===== src/rtl/pwm_ctrl_pkg.sv =====
// constants, field layout and mode encodings of the fast timer pwm control block
// assumes a single 250 MHz clock domain shared by the register port and the timer
package pwm_ctrl_pkg;
    localparam int ADDR_W = 4;
    localparam int DATA_W = 10;
    localparam int CNT_W = 10;
    localparam int PRE_W = 14;
    localparam int CH_N = 3;
    localparam int CH_A = 0;
    localparam int CH_B = 1;
    localparam int CH_D = 2;

    // register offsets
    localparam logic [ADDR_W-1:0] OFS_CTRL_A = 4'h0;
    localparam logic [ADDR_W-1:0] OFS_CTRL_B = 4'h1;
    localparam logic [ADDR_W-1:0] OFS_CTRL_C = 4'h2;
    localparam logic [ADDR_W-1:0] OFS_SHAPE = 4'h3;
    localparam logic [ADDR_W-1:0] OFS_MATCH_A = 4'h4;
    localparam logic [ADDR_W-1:0] OFS_MATCH_B = 4'h5;
    localparam logic [ADDR_W-1:0] OFS_TOP = 4'h6;
    localparam logic [ADDR_W-1:0] OFS_MATCH_D = 4'h7;
    localparam logic [ADDR_W-1:0] OFS_COUNT = 4'h8;

    // waveform_control_a fields
    localparam int A_MODE_A_LSB = 6;
    localparam int A_MODE_B_LSB = 4;
    localparam int A_FORCE_A = 3;
    localparam int A_FORCE_B = 2;
    localparam int A_PE_A = 1;
    localparam int A_PE_B = 0;
    // clock_deadtime_control fields
    localparam int B_INV = 7;
    localparam int B_RESTART = 6;
    localparam int B_DT_LSB = 4;
    localparam int B_CS_LSB = 0;
    // output_mode_control_c fields
    localparam int C_SHADOW_A_LSB = 6;
    localparam int C_SHADOW_B_LSB = 4;
    localparam int C_MODE_D_LSB = 2;
    localparam int C_FORCE_D = 1;
    localparam int C_PE_D = 0;

    // reset values and fixed counts
    localparam logic [1:0] RST_MODE = 2'h0;
    localparam logic [3:0] CS_STOP = 4'h0;
    localparam logic [1:0] DT_DIV8 = 2'h3;
    localparam logic [CNT_W-1:0] RST_MATCH = 10'h000;
    localparam logic [CNT_W-1:0] RST_TOP = 10'h3FF;
    localparam logic [CNT_W-1:0] BOTTOM = 10'h000;
    localparam logic [CNT_W-1:0] CNT_ONE = 10'h001;

    typedef enum logic [1:0] {
        OM_PORT = 2'b00,
        OM_TOGGLE = 2'b01,
        OM_CLEAR = 2'b10,
        OM_SET = 2'b11
    } out_mode_t;

    typedef enum logic [1:0] {
        TM_NORMAL = 2'b00,
        TM_FAST = 2'b01,
        TM_DUAL = 2'b11
    } timer_mode_t;
endpackage


===== src/rtl/prescale_tick.sv =====
// power-of-two clock prescaler giving a one-cycle tick every 2**shift cycles
// assumes restart and shift come from flops on the same clock
module prescale_tick
    import pwm_ctrl_pkg::*;
#(
    parameter int W = PRE_W
) (
    // clock and reset
    input wire logic ref_clk,
    input wire logic sys_rst,
    // control
    input wire logic restart,
    input wire logic run,
    input wire logic [3:0] shift,
    // tick
    output logic tick
);
    typedef struct packed {
        logic [W-1:0] cnt;
    } pre_state_t;

    pre_state_t st_r;
    pre_state_t st_nxt;
    logic [W-1:0] mask;

    // the phase counter runs free so a new shift takes effect without a restart
    assign mask = (W'(1) << shift) - W'(1);
    assign tick = run && ((st_r.cnt & mask) == mask);

    always_comb begin
        st_nxt = st_r;
        if (restart) begin
            st_nxt.cnt = '0;
        end else if (run) begin
            st_nxt.cnt = st_r.cnt + W'(1);
        end
    end

    always_ff @(posedge ref_clk) begin
        if (sys_rst) begin
            st_r <= '0;
        end else begin
            st_r <= st_nxt;
        end
    end
endmodule


===== src/rtl/pwm_ctrl.sv =====
// control logic of a 10-bit fast timer with three pwm compare channels (a, b, d)
// assumes a same-clock register master with one-cycle strobes; single clock source
// Functional notes
// - force on channel a acts only while pulse_enable_a is clear
// - force applies the output-mode action at once, using modes written alongside
// - forcing raises no interrupt; force_match_a always reads zero
// - force_match_b behaves like channel a and reads zero
// - pulse_enable_a set runs channel a as pwm from match_value_a
// - pulse_enable_b set runs channel b as pwm from match_value_b
// - output_inversion inverts true and complementary outputs
// - prescaler_restart resets the prescaler only, self-clears, reads zero
// - dead-time prescaler divides by 1, 2, 4 or 8 per its two bits
// - clock select 0 stops, 1 undivided, each step doubles to 16384
// - bits 7..4 of control c mirror the a and b output modes
// - a nonzero channel d mode connects compare_pin_d over the port
// - complementary d pin connects only in pwm with mode 01
// - channel d mode decodes by pulse_enable_d and the wave shape bit
// - non-pwm d: 00 port, 01 toggle, 10 clear, 11 set on match
// - fast pwm: 01/10 clear on match set at zero; 11 reversed
// - dual slope: 01/10 clear up, set down; 11 reversed
// - enable clear is normal; shape 00 fast, 01 dual slope, top from match c
// - control c bit 0 is pulse_enable_d, bit 1 force_match_d
module pwm_ctrl
    import pwm_ctrl_pkg::*;
(
    // clock and reset
    input wire logic ref_clk,
    input wire logic sys_rst,
    // register port
    input wire logic [ADDR_W-1:0] addr,
    input wire logic [DATA_W-1:0] wr_data,
    input wire logic wr_en,
    input wire logic rd_en,
    output logic [DATA_W-1:0] rd_data,
    // channel a pins
    output logic compare_pin_a,
    output logic compare_pin_a_on,
    output logic compare_pin_a_comp,
    output logic compare_pin_a_comp_on,
    // channel b pins
    output logic compare_pin_b,
    output logic compare_pin_b_on,
    output logic compare_pin_b_comp,
    output logic compare_pin_b_comp_on,
    // channel d pins
    output logic compare_pin_d,
    output logic compare_pin_d_on,
    output logic compare_pin_d_comp,
    output logic compare_pin_d_comp_on,
    // dead-time clock enable
    output logic deadtime_tick
);
    typedef struct packed {
        logic [CH_N-1:0][1:0] mode;
        logic [CH_N-1:0] pe;
        logic [CH_N-1:0][CNT_W-1:0] cmp;
        logic [CH_N-1:0] wave;
        logic [CH_N-1:0] pin;
        logic [CH_N-1:0] pin_on;
        logic [CH_N-1:0] comp;
        logic [CH_N-1:0] comp_on;
        logic inv;
        logic restart;
        logic [1:0] dt;
        logic [3:0] cs;
        logic [1:0] ws;
        logic [CNT_W-1:0] top;
        logic [CNT_W-1:0] cnt;
        logic down;
        logic dead_tick;
        logic [DATA_W-1:0] rdata;
    } state_t;

    state_t st_r;
    state_t st_nxt;
    logic tick;
    logic dt_tick;

    function automatic logic act(input logic [1:0] m, input logic w);
        case (m)
            OM_TOGGLE: act = !w;
            OM_CLEAR: act = 1'b0;
            OM_SET: act = 1'b1;
            default: act = w;
        endcase
    endfunction

    // timer prescaler; stopped means no tick, so the count simply holds
    prescale_tick #(.W(PRE_W)) u_timer_pre (
        .ref_clk(ref_clk),
        .sys_rst(sys_rst),
        .restart(st_r.restart),
        .run(st_r.cs != CS_STOP),
        .shift(st_r.cs - 4'h1),
        .tick(tick)
    );

    // dead-time prescaler counts the undivided timer clock
    prescale_tick #(.W(4)) u_dead_pre (
        .ref_clk(ref_clk),
        .sys_rst(sys_rst),
        .restart(1'b0),
        .run(1'b1),
        .shift({2'b00, st_r.dt}),
        .tick(dt_tick)
    );

    always_comb begin
        logic [CH_N-1:0] force_hit;
        logic [1:0] m;
        logic hit;
        logic dual;
        timer_mode_t tm;
        force_hit = '0;
        m = RST_MODE;
        hit = 1'b0;
        dual = 1'b0;
        tm = TM_NORMAL;
        st_nxt = st_r;
        st_nxt.restart = 1'b0;
        st_nxt.dead_tick = dt_tick;
        if (wr_en) begin
            case (addr)
                OFS_CTRL_A: begin
                    st_nxt.mode[CH_A] = wr_data[A_MODE_A_LSB +: 2];
                    st_nxt.mode[CH_B] = wr_data[A_MODE_B_LSB +: 2];
                    st_nxt.pe[CH_A] = wr_data[A_PE_A];
                    st_nxt.pe[CH_B] = wr_data[A_PE_B];
                    force_hit[CH_A] = wr_data[A_FORCE_A];
                    force_hit[CH_B] = wr_data[A_FORCE_B];
                end
                OFS_CTRL_B: begin
                    st_nxt.inv = wr_data[B_INV];
                    st_nxt.restart = wr_data[B_RESTART];
                    st_nxt.dt = wr_data[B_DT_LSB +: 2];
                    st_nxt.cs = wr_data[B_CS_LSB +: 4];
                end
                OFS_CTRL_C: begin
                    st_nxt.mode[CH_A] = wr_data[C_SHADOW_A_LSB +: 2];
                    st_nxt.mode[CH_B] = wr_data[C_SHADOW_B_LSB +: 2];
                    st_nxt.mode[CH_D] = wr_data[C_MODE_D_LSB +: 2];
                    st_nxt.pe[CH_D] = wr_data[C_PE_D];
                    force_hit[CH_D] = wr_data[C_FORCE_D];
                end
                OFS_SHAPE: st_nxt.ws = wr_data[1:0];
                OFS_MATCH_A: st_nxt.cmp[CH_A] = wr_data;
                OFS_MATCH_B: st_nxt.cmp[CH_B] = wr_data;
                OFS_TOP: st_nxt.top = wr_data;
                OFS_MATCH_D: st_nxt.cmp[CH_D] = wr_data;
                default: ;
            endcase
        end

        // waveform per channel; modes come from st_nxt so same-cycle writes count
        for (int ch = 0; ch < CH_N; ch++) begin
            m = st_nxt.mode[ch];
            hit = tick && (st_r.cnt == st_r.cmp[ch]);
            if (!st_nxt.pe[ch]) begin
                tm = TM_NORMAL;
            end else if (st_r.ws[0]) begin
                tm = TM_DUAL;
            end else begin
                tm = TM_FAST;
            end
            // forcing only touches the waveform; there is no interrupt path at all
            if (force_hit[ch] && !st_nxt.pe[ch]) begin
                st_nxt.wave[ch] = act(m, st_r.wave[ch]);
            end else if (m != OM_PORT) begin
                case (tm)
                    TM_NORMAL: begin
                        if (hit) begin
                            st_nxt.wave[ch] = act(m, st_r.wave[ch]);
                        end
                    end
                    TM_FAST: begin
                        if (hit) begin
                            st_nxt.wave[ch] = (m == OM_SET);
                        end else if (tick && st_r.cnt == BOTTOM) begin
                            st_nxt.wave[ch] = (m != OM_SET);
                        end
                    end
                    TM_DUAL: begin
                        if (hit) begin
                            st_nxt.wave[ch] = (m == OM_SET) ^ st_r.down;
                        end
                    end
                    default: ;
                endcase
            end
            st_nxt.pin[ch] = st_nxt.wave[ch] ^ st_nxt.inv;
            st_nxt.comp[ch] = !st_nxt.wave[ch] ^ st_nxt.inv;
            st_nxt.pin_on[ch] = (m != OM_PORT);
            st_nxt.comp_on[ch] = st_nxt.pe[ch] && (m == OM_TOGGLE);
        end

        // counter: single slope wraps at top, dual slope turns at top and bottom
        dual = (|st_r.pe) && st_r.ws[0];
        if (tick) begin
            if (!dual) begin
                st_nxt.down = 1'b0;
                st_nxt.cnt = (st_r.cnt >= st_r.top) ? BOTTOM : st_r.cnt + CNT_ONE;
            end else if (!st_r.down) begin
                if (st_r.cnt >= st_r.top) begin
                    st_nxt.down = 1'b1;
                    st_nxt.cnt = (st_r.cnt == BOTTOM) ? BOTTOM : st_r.cnt - CNT_ONE;
                end else begin
                    st_nxt.cnt = st_r.cnt + CNT_ONE;
                end
            end else if (st_r.cnt == BOTTOM) begin
                st_nxt.down = 1'b0;
                st_nxt.cnt = (st_r.top == BOTTOM) ? BOTTOM : CNT_ONE;
            end else begin
                st_nxt.cnt = st_r.cnt - CNT_ONE;
            end
        end

        // read data stand for exactly one cycle after the strobe
        st_nxt.rdata = '0;
        if (rd_en) begin
            case (addr)
                OFS_CTRL_A: begin
                    st_nxt.rdata = {2'b00, st_r.mode[CH_A], st_r.mode[CH_B], 2'b00,
                                    st_r.pe[CH_A], st_r.pe[CH_B]};
                end
                OFS_CTRL_B: begin
                    st_nxt.rdata = {2'b00, st_r.inv, 1'b0, st_r.dt, st_r.cs};
                end
                OFS_CTRL_C: begin
                    st_nxt.rdata = {2'b00, st_r.mode[CH_A], st_r.mode[CH_B],
                                    st_r.mode[CH_D], 1'b0, st_r.pe[CH_D]};
                end
                OFS_SHAPE: st_nxt.rdata = {8'h00, st_r.ws};
                OFS_MATCH_A: st_nxt.rdata = st_r.cmp[CH_A];
                OFS_MATCH_B: st_nxt.rdata = st_r.cmp[CH_B];
                OFS_TOP: st_nxt.rdata = st_r.top;
                OFS_MATCH_D: st_nxt.rdata = st_r.cmp[CH_D];
                OFS_COUNT: st_nxt.rdata = st_r.cnt;
                default: st_nxt.rdata = '0;
            endcase
        end
    end

    always_ff @(posedge ref_clk) begin
        if (sys_rst) begin
            st_r <= '0;
            st_r.top <= RST_TOP;
            st_r.cmp <= {CH_N{RST_MATCH}};
            st_r.comp <= '1;
        end else begin
            st_r <= st_nxt;
        end
    end

    assign rd_data = st_r.rdata;
    assign compare_pin_a = st_r.pin[CH_A];
    assign compare_pin_a_on = st_r.pin_on[CH_A];
    assign compare_pin_a_comp = st_r.comp[CH_A];
    assign compare_pin_a_comp_on = st_r.comp_on[CH_A];
    assign compare_pin_b = st_r.pin[CH_B];
    assign compare_pin_b_on = st_r.pin_on[CH_B];
    assign compare_pin_b_comp = st_r.comp[CH_B];
    assign compare_pin_b_comp_on = st_r.comp_on[CH_B];
    assign compare_pin_d = st_r.pin[CH_D];
    assign compare_pin_d_on = st_r.pin_on[CH_D];
    assign compare_pin_d_comp = st_r.comp[CH_D];
    assign compare_pin_d_comp_on = st_r.comp_on[CH_D];
    assign deadtime_tick = st_r.dead_tick;
endmodule


===== config.mk =====
export PLATFORM = sky130hd
export DESIGN_NAME = pwm_ctrl
export DESIGN_NICKNAME = d
export VERILOG_FILES = /design/src/rtl/pwm_ctrl_pkg.sv /design/src/rtl/prescale_tick.sv /design/src/rtl/pwm_ctrl.sv
export SDC_FILE = /design/constraint.sdc
export NUM_CORES = 1
export LEC_CHECK = 0
export BUFFER_PORTS_ARGS = -buffer_cell sky130_fd_sc_hd__buf_2
export CAP_MARGIN = 20
export CORE_MARGIN = 3
export CORE_UTILIZATION = 40
export CTS_CLUSTER_DIAMETER = 30
export DETAILED_ROUTE_END_ITERATION = 7
export PLACE_DENSITY = 0.57
export SYNTH_ARGS = -nofsm -noshare
export SYNTH_HDL_FRONTEND = slang
export SYNTH_HIERARCHICAL = 1
export SYNTH_SLANG_ARGS = --single-unit

===== constraint.sdc =====
create_clock -name ref_clk -period 9 [get_ports ref_clk]
set_input_delay 0.9 -clock ref_clk [delete_from_list [all_inputs] [get_ports ref_clk]]
set_output_delay 0.9 -clock ref_clk [all_outputs]
set_load 0.01 [all_outputs]

==> run summary <==
Status = completed
CP delay by family, top = simple AND/OR/NAND/NOR gates
Final Instance Area = 0.00746 mm2
GRT Residual Overflow = 0
Worst Tran Pin Value = 1.17 ns
Met1 Resource Use GR = 0.299
Initial Util = 0.411
Tcrit/Tclk final = 0.570
Die Y = 134 um
Hold Vio Cnt, Final = 0
Fin nets = 857
CTS tree = yes
Crit-path cells = inv_1 > ha_1 > xor2_1 > nor3_4 > nand2b_1 > ha_1 > o21ai_0 > a2111oi_4 > nand4_1 > a2111oi_4 > buf_4 > inv_1 > or2_1 > or3_1 > mux2_1 > o211a_1 > o21ai_2 > xnor2_1 > or2_1
Post-synthesis cell count = 808
Root buffer cell = clkbuf_16
Area delta synth->final = 13.6%
Die X-Extent = 134 um
Total CTS buffers = 17
Layout cell share with drive strength beyond 1 = 0.109
Post-Place Setup Slack = 3.84 ns
CP endpoint kind = register
Register area share after synthesis = 0.347
Number of I/O port buffers = 40
Crit start category = register
DP Area = 0.00684 mm2
Slowest stage delay, CP = 0.81 ns
Final Routed Wirelength = 19600 um
Vias/cell = 5.68
Die area = 0.0180 mm2
F_max = 195 MHz
Post-route setup slack = 3.87 ns
Largest net degree at the start of global routing = 72
Yosys warnings = 6
Yosys reg bits = 114
Netlist cell types = 72
Minimum clock period = 5.13 ns
Grt peak-use layer = met2
Clk pin slew, worst setup/hold paths = 0.05 ns
Mean post-synth cell area = 8.13 um2
Setup CP Type = reg -> reg
Routability-driven placement congestion ratio = 0.897
Hold path startpoint = st_r[86]$_SDFFE_PP0P_
GRT Overall Usage = 0.218
Final setup TNS = 0 ns
Synthesized cell area = 0.00657 mm2
Detailed Routing Iterations Pass 1 = 5
CTS sink cnt = 114
DR DRC count = 0
Drt first-iter violations = 546
Max Clock Skew = 0.0177 ns
Hold_buf cts = 0
Launching point of the worst reg2reg path = st_r[34]$_SDFFE_PP0P_
Final setup viols = 0
H-tree levels = 4
Grt met3 use = 0.0510
Post-CTS Setup Bufs = 0
RSZ-0062 raised after global routing = false
Resize count post-CTS = 0
Tot Pwr = 1.32 mW
Power Density = 176 mW/mm2
Max Cap Viol = 0
VDD IR max = 0.129 mV
Synth Flop Type = dfxtp_1
Antenna Diode Count = 0
Synth area leaders = dfxtp_1, mux2i_1, xnor2_1, nor2_1, nand2_1
Io pins = 41
Initial antenna violation count = 0
Critical Path RT = 9.31 ns
CP Launch Point = st_r[34]$_SDFFE_PP0P_
Post-synth top cells = dfxtp_1, nor2_1, nand2_1
WL/cell = 18.7 um
GR Util met2 = 0.333
Clock Tree Buf Depth = 2
CP Buf/Inv Count = 3
Worst min-delay path category = reg -> reg
Slowest CP cell = xor2_1
Core Area = 0.0160 mm2
Largest area contributor in the netlist = dfxtp_1
Via count = 5960
Worst rel slew slack = 0.219
Worst EP arrival = 5.43 ns
Std-Cell Rows = 46
Post-DP HPWL = 13600 um
Fin. max-slew vios = 0
Skew-Pair Late Insertion Delay = 0.43 ns
Worst-path fanout max = 22
Number of synthesized flops with an enable pin = 0
First-pass GRT wire length = 30800 um
Antenna viol nets, final = 0
FFs w/ async S/R, synth = 0
Vias in the first global route = 5676
Post-synth top area share = 0.347
Leak = 2.94 nW
Most common cell in the netlist = dfxtp_1
-- flip-flops by register name (all words and copies together) (netlist names) --
| register | cells |
|---|---|
| compare_pin_a | 1 |
| u_timer_pre/st_r | 14 |
| compare_pin_b | 1 |
| compare_pin_a_comp | 1 |
| compare_pin_a_comp_on | 1 |
| compare_pin_d | 1 |
| rd_data | 10 |
| compare_pin_d_comp_on | 1 |
| compare_pin_b_comp | 1 |
| compare_pin_b_comp_on | 1 |
| compare_pin_b_on | 1 |
| st_r | 73 |
| compare_pin_d_on | 1 |
| compare_pin_a_on | 1 |
| deadtime_tick | 1 |
| compare_pin_d_comp | 1 |
| u_dead_pre/st_r | 4 |
-- where the power goes --
group / total (mW) / switching (mW) / internal, mW
Combinational: 0.0905 / 0.0604 / 0.0300
Clock: 0.705 / 0.242 / 0.463
Sequential: 0.521 / 0.00771 / 0.514
-- logic make-up after synthesis --
group / after synthesis / synth area share
xor+xnor: 60 / 0.0800
compound gates: 167 / 0.165
flops: 114 / 0.347
other cells: 2 / 0.00114
simple gates: 303 / 0.226
mux: 52 / 0.0840
fa+ha+maj: 19 / 0.0362
buf+inv: 91 / 0.0609
-- cells in the final DEF (no fill, tap or decap), types with 17 or more instances in the layout --
cell / instances
dfxtp_1: 114
nor2_1: 99
nand2_1: 76
a21oi_1: 47
mux2i_1: 45
xnor2_1: 43
buf_2: 40
o21ai_0: 35
inv_1: 28
nor3_1: 22
ha_1: 19
xor2_1: 17
clkbuf_16: 17
-- final cells by class --
cell class	count	area, um2
Clock inverter	9	128
Inverter	30	113
Timing Repair Buffer	43	226
Sequential cell	114	2280
Tap cell	216	270
Clock buffer	23	488
Fill cell	1622	8540
Multi-Input combinational cell	614	3960
-- worst min-delay path: stages, from the launching register on --
cell     delay [ns]
dfxtp_1        0.33
o21ai_0        0.08
a21oi_1        0.06
-- final timing paths --
path / slack, ns / endpoint / depth (start not counted)
worst max-delay path: 3.87 / compare_pin_b_comp$_SDFF_PP1_ / 19
worst min-delay path: 0.53 / st_r[86]$_SDFFE_PP0P_ / 2
worst max register to register: 3.87 / compare_pin_b_comp$_SDFF_PP1_ / 19
worst min register to register: 0.53 / st_r[86]$_SDFFE_PP0P_ / 2
-- metrics by stage --
step / std cells / hold slack [ns] / utilization
global route: 1049 / 0.550 / 0.466
CTS: 1048 / 0.518 / 0.466
detailed placement: 1016 / 0.502 / 0.427
floorplan: 819 / 0.452 / -
global placement: 1016 / 0.473 / 0.427
finish: 1049 / 0.525 / 0.466
-- per-layer routing --
layer  routed length, um  vias to the layer above  share of wire
li1                    -                     2839              -
met1                8810                     2839           0.45
met2                8710                      233           0.45
met3                1440                       49          0.073
met4                 611                        0          0.031
met5                   0                        -              0
Note: power is estimated with default switching activity, not from simulation.
